## config.mk

```make
export PLATFORM = sky130hd
export DESIGN_NAME = dccr_channel
export DESIGN_NICKNAME = d
export VERILOG_FILES = /design/src/dccr_pkg.sv /design/src/dccr_channel.sv /design/src/dccr_irq.sv /design/src/dccr_pmap.sv
export VERILOG_INCLUDE_DIRS = /design/src
export SDC_FILE = /design/constraint.sdc
export NUM_CORES = 1
export LEC_CHECK = 0
export BUFFER_PORTS_ARGS = -buffer_cell sky130_fd_sc_hd__buf_4
export CORE_ASPECT_RATIO = 0.6
export CORE_MARGIN = 5
export CORE_UTILIZATION = 47
export DETAILED_ROUTE_END_ITERATION = 8
export GPL_ROUTABILITY_DRIVEN = 0
export PLACE_DENSITY = 0.72
export SYNTH_ARGS = -nofsm -noshare
export SYNTH_HDL_FRONTEND = slang
export SYNTH_SLANG_ARGS = --single-unit
```

## constraint.sdc

```tcl
create_clock -name hclk -period 2.4 [get_ports hclk]
set_clock_uncertainty 0.15 [all_clocks]
set_input_delay 0.48 -clock hclk [delete_from_list [all_inputs] [get_ports hclk]]
set_output_delay 0.48 -clock hclk [all_outputs]
set_load 0.01 [all_outputs]
```

## src/dccr_consts.svh

```systemverilog
// register offsets, field positions and reset values
// assumes a 32-bit word-aligned register bus
`ifndef DCCR_CONSTS_SVH
`define DCCR_CONSTS_SVH
// register byte offsets
`define DCCR_OFF_PTR 8'h00
`define DCCR_OFF_PSEL 8'h04
`define DCCR_OFF_CNT 8'h08
`define DCCR_OFF_RADDR 8'h0c
`define DCCR_OFF_RCNT 8'h10
`define DCCR_OFF_CTL 8'h14
`define DCCR_OFF_MODE 8'h18
`define DCCR_OFF_STAT 8'h1c
`define DCCR_OFF_ISTAT 8'h30
`define DCCR_OFF_IMASK 8'h34
// control bits (write-only)
`define DCCR_CTL_GO 0
`define DCCR_CTL_STOP 1
`define DCCR_CTL_ERROR_CLEAR 8
// mode fields
`define DCCR_MODE_SIZE_LO 0
`define DCCR_MODE_RING 3
// transfer size codes
`define DCCR_SZ_BYTE 2'h0
`define DCCR_SZ_HALF 2'h1
`define DCCR_SZ_WORD 2'h2
// event bits: count empty, reload, fault
`define DCCR_EV_DONE 0
`define DCCR_EV_RLD 1
`define DCCR_EV_FLT 2
`define DCCR_EV_W 3
// reset values
`define DCCR_RST_WORD 32'h0000_0000
`define DCCR_RST_CNT 16'h0000
`endif

```

## src/dccr_pkg.sv

```systemverilog
// types shared by the channel and its helpers
// assumes dccr_consts.svh is on the include path
package dccr_pkg;
    // channel sequencer, gray along idle-busy-idle
    typedef enum logic [0:0] {
        DCCR_IDLE = 1'b0,
        DCCR_BUSY = 1'b1
    } dccr_state_t;
    // one data item handed to the mover
    typedef struct packed {
        logic [31:0] mem_addr;
        logic [31:0] hold_addr;
        logic [1:0] size;
        logic to_periph;
    } dccr_xfer_t;
    // captured ahb address phase
    typedef struct packed {
        logic wr;
        logic rd;
        logic [7:0] addr;
    } dccr_aphase_t;
endpackage

```

## src/dccr_channel.sv

```systemverilog
// one peripheral dma channel: pointer, count, reload and control
// assumes a single ahb-lite master and peripherals on hclk
`timescale 1ns/100ps
`include "dccr_consts.svh"
module dccr_channel import dccr_pkg::*; #(
    parameter int NPER = 8,
    parameter int PSEL_W = 3,
    parameter logic [31:0] HOLD_BASE = 32'h4000_0000
) (
    input wire logic hclk,
    input wire logic hresetn,
    input wire logic hsel,
    input wire logic [31:0] haddr,
    input wire logic [1:0] htrans,
    input wire logic hwrite,
    input wire logic [2:0] hsize,
    input wire logic [31:0] hwdata,
    input wire logic hready,
    output logic [31:0] hrdata,
    output logic hreadyout,
    output logic hresp,
    input wire logic [NPER-1:0] per_req,
    output logic [NPER-1:0] per_ack,
    output logic xfer_valid,
    output dccr_xfer_t xfer_req,
    input wire logic xfer_done,
    input wire logic xfer_err,
    output logic irq
);
    // refuse widths the selector cannot address
    if (NPER < 1 || PSEL_W < 1 || PSEL_W > 16 || (1 << PSEL_W) < NPER) begin : g_bad
        $error("dccr_channel: PSEL_W too small for NPER");
    end

    // pointer step for a size code; reserved code steps a word
    function automatic logic [31:0] size_step(input logic [1:0] sz);
        case (sz)
            `DCCR_SZ_BYTE: size_step = 32'h0000_0001;
            `DCCR_SZ_HALF: size_step = 32'h0000_0002;
            default: size_step = 32'h0000_0004;
        endcase
    endfunction

    ////////////////////////////////////////////////////////////
    // state
    logic [31:0] ptr_r; // memory_pointer_reg
    logic [PSEL_W-1:0] psel_r; // peripheral_selector
    logic [15:0] count_r; // remaining_count
    logic [31:0] raddr_r; // address_reload_value
    logic [15:0] rcount_r; // count_reload_value
    logic ring_r; // keep reload values
    logic [1:0] size_r; // item size code
    logic enabled_r; // transfer_go state
    logic fault_r; // transfer_fault_flag
    dccr_state_t state_r; // sequencer
    logic [PSEL_W-1:0] hs_r; // line served by the open item
    dccr_aphase_t ap_r; // pending data phase
    logic [31:0] hrdata_r;
    logic hready_r;
    logic [NPER-1:0] ack_r;
    logic xvalid_r;
    dccr_xfer_t xreq_r;
    logic [`DCCR_EV_W-1:0] istat;
    logic [`DCCR_EV_W-1:0] imask;
    logic irq_w;

    ////////////////////////////////////////////////////////////
    // bus decode
    wire take = hsel && htrans[1] && hready;
    wire wr_ptr = ap_r.wr && ap_r.addr == `DCCR_OFF_PTR;
    wire wr_psel = ap_r.wr && ap_r.addr == `DCCR_OFF_PSEL;
    wire wr_cnt = ap_r.wr && ap_r.addr == `DCCR_OFF_CNT;
    wire wr_raddr = ap_r.wr && ap_r.addr == `DCCR_OFF_RADDR;
    wire wr_rcnt = ap_r.wr && ap_r.addr == `DCCR_OFF_RCNT;
    wire wr_ctl = ap_r.wr && ap_r.addr == `DCCR_OFF_CTL;
    wire wr_mode = ap_r.wr && ap_r.addr == `DCCR_OFF_MODE;
    wire wr_istat = ap_r.wr && ap_r.addr == `DCCR_OFF_ISTAT;
    wire wr_imask = ap_r.wr && ap_r.addr == `DCCR_OFF_IMASK;
    // control strobes, each only on a written one
    wire go_w = wr_ctl && hwdata[`DCCR_CTL_GO];
    wire stop_w = wr_ctl && hwdata[`DCCR_CTL_STOP];
    wire error_clear_w = wr_ctl && hwdata[`DCCR_CTL_ERROR_CLEAR];

    // read mux; control and unmapped words read as zero
    wire [31:0] stat_w = {29'h0, state_r == DCCR_BUSY, fault_r, enabled_r};
    wire [31:0] rd_mux =
        ap_r.addr == `DCCR_OFF_PTR ? ptr_r :
        ap_r.addr == `DCCR_OFF_PSEL ? 32'(psel_r) :
        ap_r.addr == `DCCR_OFF_CNT ? {16'h0, count_r} :
        ap_r.addr == `DCCR_OFF_RADDR ? raddr_r :
        ap_r.addr == `DCCR_OFF_RCNT ? {16'h0, rcount_r} :
        ap_r.addr == `DCCR_OFF_MODE ? {28'h0, ring_r, 1'b0, size_r} :
        ap_r.addr == `DCCR_OFF_STAT ? stat_w :
        ap_r.addr == `DCCR_OFF_ISTAT ? 32'(istat) :
        ap_r.addr == `DCCR_OFF_IMASK ? 32'(imask) :
        `DCCR_RST_WORD;

    ////////////////////////////////////////////////////////////
    // ahb-lite slave: writes zero-wait, reads take one wait state
    // the wait lets a write just ahead of a read land before sampling
    always_ff @(posedge hclk or negedge hresetn) begin
        if (!hresetn) begin
            ap_r <= '0;
            hready_r <= 1'b1;
            hrdata_r <= `DCCR_RST_WORD;
        end else begin
            ap_r <= '{wr: take && hwrite, rd: take && !hwrite, addr: haddr[7:0]};
            hready_r <= !(take && !hwrite);
            if (ap_r.rd) begin
                hrdata_r <= rd_mux;
            end
        end
    end

    ////////////////////////////////////////////////////////////
    // peripheral selector decode
    logic [PSEL_W-1:0] hs_idx;
    logic to_periph;
    logic [31:0] hold_addr;
    logic map_ok;
    dccr_pmap #(.NPER(NPER), .PSEL_W(PSEL_W), .HOLD_BASE(HOLD_BASE)) u_pmap (
        .sel(psel_r),
        .hs_idx(hs_idx),
        .to_periph(to_periph),
        .hold_addr(hold_addr),
        .ok(map_ok)
    );

    ////////////////////////////////////////////////////////////
    // channel conditions
    wire idle = state_r == DCCR_IDLE;
    // empty count with a pending reload, taken only while idle
    wire need_rld = idle && count_r == 16'h0 && rcount_r != 16'h0;
    // start needs enable, no fault, items left and a request
    wire can_go = idle && enabled_r && !fault_r && map_ok && count_r != 16'h0
        && per_req[hs_idx];
    wire item_ok = !idle && xfer_done && !xfer_err;
    wire item_err = !idle && xfer_done && xfer_err;

    // next values; a bus write wins over the hardware update, except on the fault flag
    wire [31:0] ptr_nxt = wr_ptr ? hwdata :
        need_rld ? raddr_r :
        item_ok ? ptr_r + size_step(size_r) : ptr_r;
    wire [15:0] count_nxt = wr_cnt ? hwdata[15:0] :
        need_rld ? rcount_r :
        item_ok ? count_r - 16'h1 : count_r;
    // ring mode keeps both reload values for the next lap
    wire [31:0] raddr_nxt = wr_raddr ? hwdata :
        (need_rld && !ring_r) ? `DCCR_RST_WORD : raddr_r;
    wire [15:0] rcount_nxt = wr_rcnt ? hwdata[15:0] :
        (need_rld && !ring_r) ? `DCCR_RST_CNT : rcount_r;
    // stop beats go when both are written together
    wire enabled_nxt = stop_w ? 1'b0 : (go_w ? 1'b1 : enabled_r);
    // a new fault beats the clear in the same cycle
    wire fault_nxt = item_err || (fault_r && !error_clear_w);

    ////////////////////////////////////////////////////////////
    // software-visible registers
    always_ff @(posedge hclk or negedge hresetn) begin
        if (!hresetn) begin
            ptr_r <= `DCCR_RST_WORD;
            psel_r <= '0;
            count_r <= `DCCR_RST_CNT;
            raddr_r <= `DCCR_RST_WORD;
            rcount_r <= `DCCR_RST_CNT;
            ring_r <= 1'b0;
            size_r <= `DCCR_SZ_BYTE;
            enabled_r <= 1'b0;
            fault_r <= 1'b0;
        end else begin
            ptr_r <= ptr_nxt;
            count_r <= count_nxt;
            raddr_r <= raddr_nxt;
            rcount_r <= rcount_nxt;
            enabled_r <= enabled_nxt;
            fault_r <= fault_nxt;
            if (wr_psel) begin
                psel_r <= hwdata[PSEL_W-1:0];
            end
            if (wr_mode) begin
                ring_r <= hwdata[`DCCR_MODE_RING];
                size_r <= hwdata[`DCCR_MODE_SIZE_LO +: 2];
            end
        end
    end

    ////////////////////////////////////////////////////////////
    // item sequencer: one request in flight at a time
    always_ff @(posedge hclk or negedge hresetn) begin
        if (!hresetn) begin
            state_r <= DCCR_IDLE;
            xvalid_r <= 1'b0;
            xreq_r <= '0;
            hs_r <= '0;
            ack_r <= '0;
        end else begin
            ack_r <= '0;
            case (state_r)
                DCCR_IDLE: begin
                    // freeze the item so later register writes cannot tear it
                    if (can_go) begin
                        xreq_r <= '{mem_addr: ptr_r, hold_addr: hold_addr,
                            size: size_r, to_periph: to_periph};
                        hs_r <= hs_idx;
                        xvalid_r <= 1'b1;
                        state_r <= DCCR_BUSY;
                    end
                end
                DCCR_BUSY: begin
                    // acknowledge the peripheral line once the item ends
                    if (xfer_done) begin
                        xvalid_r <= 1'b0;
                        ack_r <= NPER'(1) << hs_r;
                        state_r <= DCCR_IDLE;
                    end
                end
                default: begin
                    state_r <= DCCR_IDLE;
                end
            endcase
        end
    end

    ////////////////////////////////////////////////////////////
    // events and interrupt line
    wire [`DCCR_EV_W-1:0] ev = {item_err, need_rld, item_ok && count_r == 16'h1};
    dccr_irq u_irq (
        .hclk(hclk),
        .hresetn(hresetn),
        .ev(ev),
        .clr_we(wr_istat),
        .mask_we(wr_imask),
        .wdata(hwdata[`DCCR_EV_W-1:0]),
        .stat_r(istat),
        .mask_r(imask),
        .irq_r(irq_w)
    );

    // all outputs come from flip-flops except hresp, which is tied low
    assign hrdata = hrdata_r;
    assign hreadyout = hready_r;
    assign hresp = 1'b0;
    assign per_ack = ack_r;
    assign xfer_valid = xvalid_r;
    assign xfer_req = xreq_r;
    assign irq = irq_w;
endmodule

```

## src/dccr_irq.sv

```systemverilog
// sticky event flags, mask and level interrupt
// assumes event pulses and bus strobes on the same clock
`timescale 1ns/100ps
`include "dccr_consts.svh"
module dccr_irq (
    input wire logic hclk,
    input wire logic hresetn,
    input wire logic [`DCCR_EV_W-1:0] ev,
    input wire logic clr_we,
    input wire logic mask_we,
    input wire logic [`DCCR_EV_W-1:0] wdata,
    output logic [`DCCR_EV_W-1:0] stat_r,
    output logic [`DCCR_EV_W-1:0] mask_r,
    output logic irq_r
);
    logic [`DCCR_EV_W-1:0] stat_nxt;
    // a new event beats a write-one-to-clear in the same cycle
    assign stat_nxt = ev | (stat_r & ~(clr_we ? wdata : '0));
    ////////////////////////////////////////////////////////////
    // flags, mask and the registered interrupt line
    always_ff @(posedge hclk or negedge hresetn) begin
        if (!hresetn) begin
            stat_r <= '0;
            mask_r <= '0;
            irq_r <= 1'b0;
        end else begin
            stat_r <= stat_nxt;
            if (mask_we) begin
                mask_r <= wdata;
            end
            irq_r <= |(stat_nxt & (mask_we ? wdata : mask_r));
        end
    end
endmodule

```

## src/dccr_pmap.sv

```systemverilog
// peripheral selector decode: handshake line, direction, holding address
// assumes selector comes from a register on the same clock
`timescale 1ns/100ps
module dccr_pmap #(
    parameter int NPER = 8,
    parameter int PSEL_W = 3,
    parameter logic [31:0] HOLD_BASE = 32'h4000_0000
) (
    input wire logic [PSEL_W-1:0] sel,
    output logic [PSEL_W-1:0] hs_idx,
    output logic to_periph,
    output logic [31:0] hold_addr,
    output logic ok
);
    // selector index is the handshake line; odd ids write to the peripheral
    assign hs_idx = sel;
    assign to_periph = sel[0];
    // holding registers sit in 1 KiB peripheral slots
    // slot index scaled by 1 KiB; done at full width so no selector bit is lost
    assign hold_addr = HOLD_BASE + (32'(sel) << 10);
    // ids past the last peripheral never transfer
    assign ok = (32'(sel) < 32'(NPER));
endmodule
```

==> results.md <==
* Status: finished with violations
* Violated checks: negative setup slack
* Critical Path Sink Type: flop
* Avg Cell Area, Syn at roughly 10 µm²
* Primary FF master, synth: dfrtp_1
* Via count at 9585
* Overall Global Routing Usage at 0.270
* DPL Wire Length at 23500 µm
* I/O pin count at 195
* DRT Pass-1 Iters at 7
* Yosys cell types at between 70 and 80
* Seq/Total Area, Yosys at 0.498
* Seq cells post-synth at a little over 200
* CTS buffer count at 20
* CP arrival at ~2.8 ns
* WP data required at 2.64 ns
* P&R area growth vs syn at 33.8%
* Row count at 41
* Ys Warns at 0
* Max-slew violations at 0
* RSZ-0062 raised after global routing: true
* Starting DRT DRC Count at between 1000 and 1500
* Fmax at 391 MHz
* Antenna viol nets, final at 0
* Startpoint types: flop
* Ratio of cells with drive above 1 in the final layout at 0.336
* Hold Crit Class: input pin to flop
* Final setup violation count at 23
* Largest net degree at the start of global routing at 64
* Routed length per instance at 22.5 µm
* Antenna violations before repair at 0
* Pwr per Cell Area at 754 nW/µm²
* Netlist Area Pre-Place at 10200 µm²
* Worst skew pair latency at just over 0.5 ns
* VDD IR max at about 0.52 mV
* Routed WL at 34900 µm
* DRC viols at 0
* DR vias/cell at ~6.2
* Total negative slack at -1.22 ns
* Clock Sinks at 202
* Setup WS post-layout at -0.158 ns
* Placed cell count at approximately 1500
* Worst reg-to-reg setup slack at -0.16 ns
* Period utilization at 1.07
* Max-cap viol count at 0
* Total die area at 24700 µm²
* Layout Nets at 1349
* # diodes at 0
* Synth Instances at 1016
* Final hold violations at 0
* CTS tree: done
* Critical path class: flop to flop
* Core Region at around 21000 µm²
* Total grt overflow at 0
* Dpl ws at -0.131 ns
* Die height at around 120 µm
* DIE WIDTH at between 150 and 200 µm
* Port Buffers at ~140
* H-tree levels at 1
* EDFF count, synth at 0
* Longest Clk Path Bufs at 3
* Worst slew margin at 0.544
* Vias in the first global route at roughly 9200
* First-pass GRT wire length at 52000 µm
* Fin crit period at 2.56 ns
* Clk pin slew, worst setup/hold paths at 0.07 ns
* Async set or reset register ratio after synthesis at 1.00
* Slew at the pin closest to its max-slew limit at around 0.68 ns
* Clock root buffer: clkbuf_16
* CP max FO at 7
* Initial Utilization at 0.480
* Leakage at roughly 6.4 nW
* Non-filler cells, final at 1548
==> critical path: stages (launching register included) <==
cell and delay (ns):
dfrtp_1 0.39, nor2_1 0.12, ha_2 0.21, fa_2 0.25
a21oi_4 0.07, or4_4 0.49, or3b_1 0.37, mux2_2 0.26
nand2_1 0.06, a21oi_1 0.06
==> timing repair <==
item / in CTS / in global routing
cloned: 2 / 2
resized for setup: 48 / 52
hold buffers: 9 / 0
hold endpoints to repair: 56 / 0
pin swaps: 9 / 21
setup buffers: 8 / 10
endpoints found under the setup margin: 100 / 132
==> kinds of logic after synthesis <==
logic type / count (synthesis) / synth area share
other: 1 / 0.000369
AND/OR/NAND/NOR: 318 / 0.155
flip-flops: 202 / 0.498
AO/OA/AOI/OAI: 288 / 0.194
XOR/XNOR: 25 / 0.0216
buffers and inverters: 123 / 0.0628
multiplexers: 52 / 0.0593
adder cells (fa/ha/maj): 7 / 0.00936
==> registers in the layout, indices dropped and copies added, names as in the netlist, 8 cells and up <==
register	count
xfer_req	36
raddr_r	32
count_r	16
rcount_r	16
per_ack	8
ptr_r	32
ap_r	10
hrdata	32
==> synth_stat cells (14+ instances only) <==
master | instances | share of area
nand3_1 | 17 | 0.0084
a31oi_1 | 21 | 0.013
o21ai_0 | 60 | 0.030
nor2_1 | 75 | 0.028
a22oi_1 | 30 | 0.022
nor3_1 | 21 | 0.010
xnor2_1 | 14 | 0.012
nand2_1 | 115 | 0.043
inv_1 | 17 | 0.0063
a22o_1 | 39 | 0.034
clkbuf_1 | 47 | 0.017
o22ai_1 | 14 | 0.0086
a21oi_1 | 53 | 0.026
buf_4 | 38 | 0.028
nor4_1 | 18 | 0.011
mux2_2 | 45 | 0.050
dfrtp_1 | 201 | 0.50
==> cells in the final DEF, fill, tap and decap left out, types with 14 or more instances in the layout <==
master,count
nor2_1,70
clkbuf_16,22
a22oi_1,30
a31oi_1,20
a21oi_1,51
dfrtp_1,200
o22ai_1,14
xnor2_1,14
mux2_4,19
nor3_1,16
o21ai_0,50
nand3_1,17
mux2_2,26
inv_1,17
conb_1,29
a22o_1,39
buf_4,259
nand2_1,112
==> worst paths after layout <==
| check | start | to | depth (start not counted) |
|---|---|---|---|
| hold reg to reg | xfer_req[33] | xfer_req[33] | 1 |
| setup / recovery | size_r[1] | ptr_r[16] | 9 |
| setup reg to reg | size_r[1] | ptr_r[16] | 9 |
| hold / removal | hwdata[18] | ptr_r[18] | 3 |
| max in group asynchronous | hresetn | hreadyout | 3 |
| min in group asynchronous | hresetn | per_ack[5] | 2 |
==> stage by stage <==
step | hold slack [ns] | instance area [µm²] | power, mW | util
5_1_grt | 0.0446 | 13600 | 10.6 | 0.643
3_3_place_gp | 0.300 | 12200 | 6.66 | 0.579
3_5_place_dp | 0.305 | 12200 | 6.74 | 0.579
4_1_cts | 0.0407 | 13300 | 9.96 | 0.628
2_1_floorplan | 0.0344 | 10300 | 5.47 | -
6_report | 0.0489 | 13600 | 10.2 | 0.643
==> layer usage <==
layer / vias to the layer above / wire (µm) / share of wire / GRT usage
met5: - / 0 / 0 / 0
met4: 0 / 842 / 0.024 / 0.0640
met3: 74 / 4190 / 0.12 / 0.0808
met2: 589 / 14800 / 0.42 / 0.385
met1: 4766 / 15000 / 0.43 / 0.404
li1: 4156 / - / - / -
==> cell type report <==
class,count,area (µm²)
multi-input combinational,719,4960
fill,1631,7550
inverter,17,63.8
clock buffer,26,564
tap,279,349
clock inverter,7,68.8
timing repair buffer,298,2520
sequential,202,5060
==> where the power goes <==
| part | internal (mW) | leakage, nW | switching [mW] |
|---|---|---|---|
| logic | 1.34 | 3.49 | 1.38 |
| registers | 3.88 | 2.59 | 0.509 |
| clock network | 1.77 | 0.307 | 1.38 |
| total | 6.98 | 6.39 | 3.27 |
No activity file was read; power rests on OpenSTA's default activity.
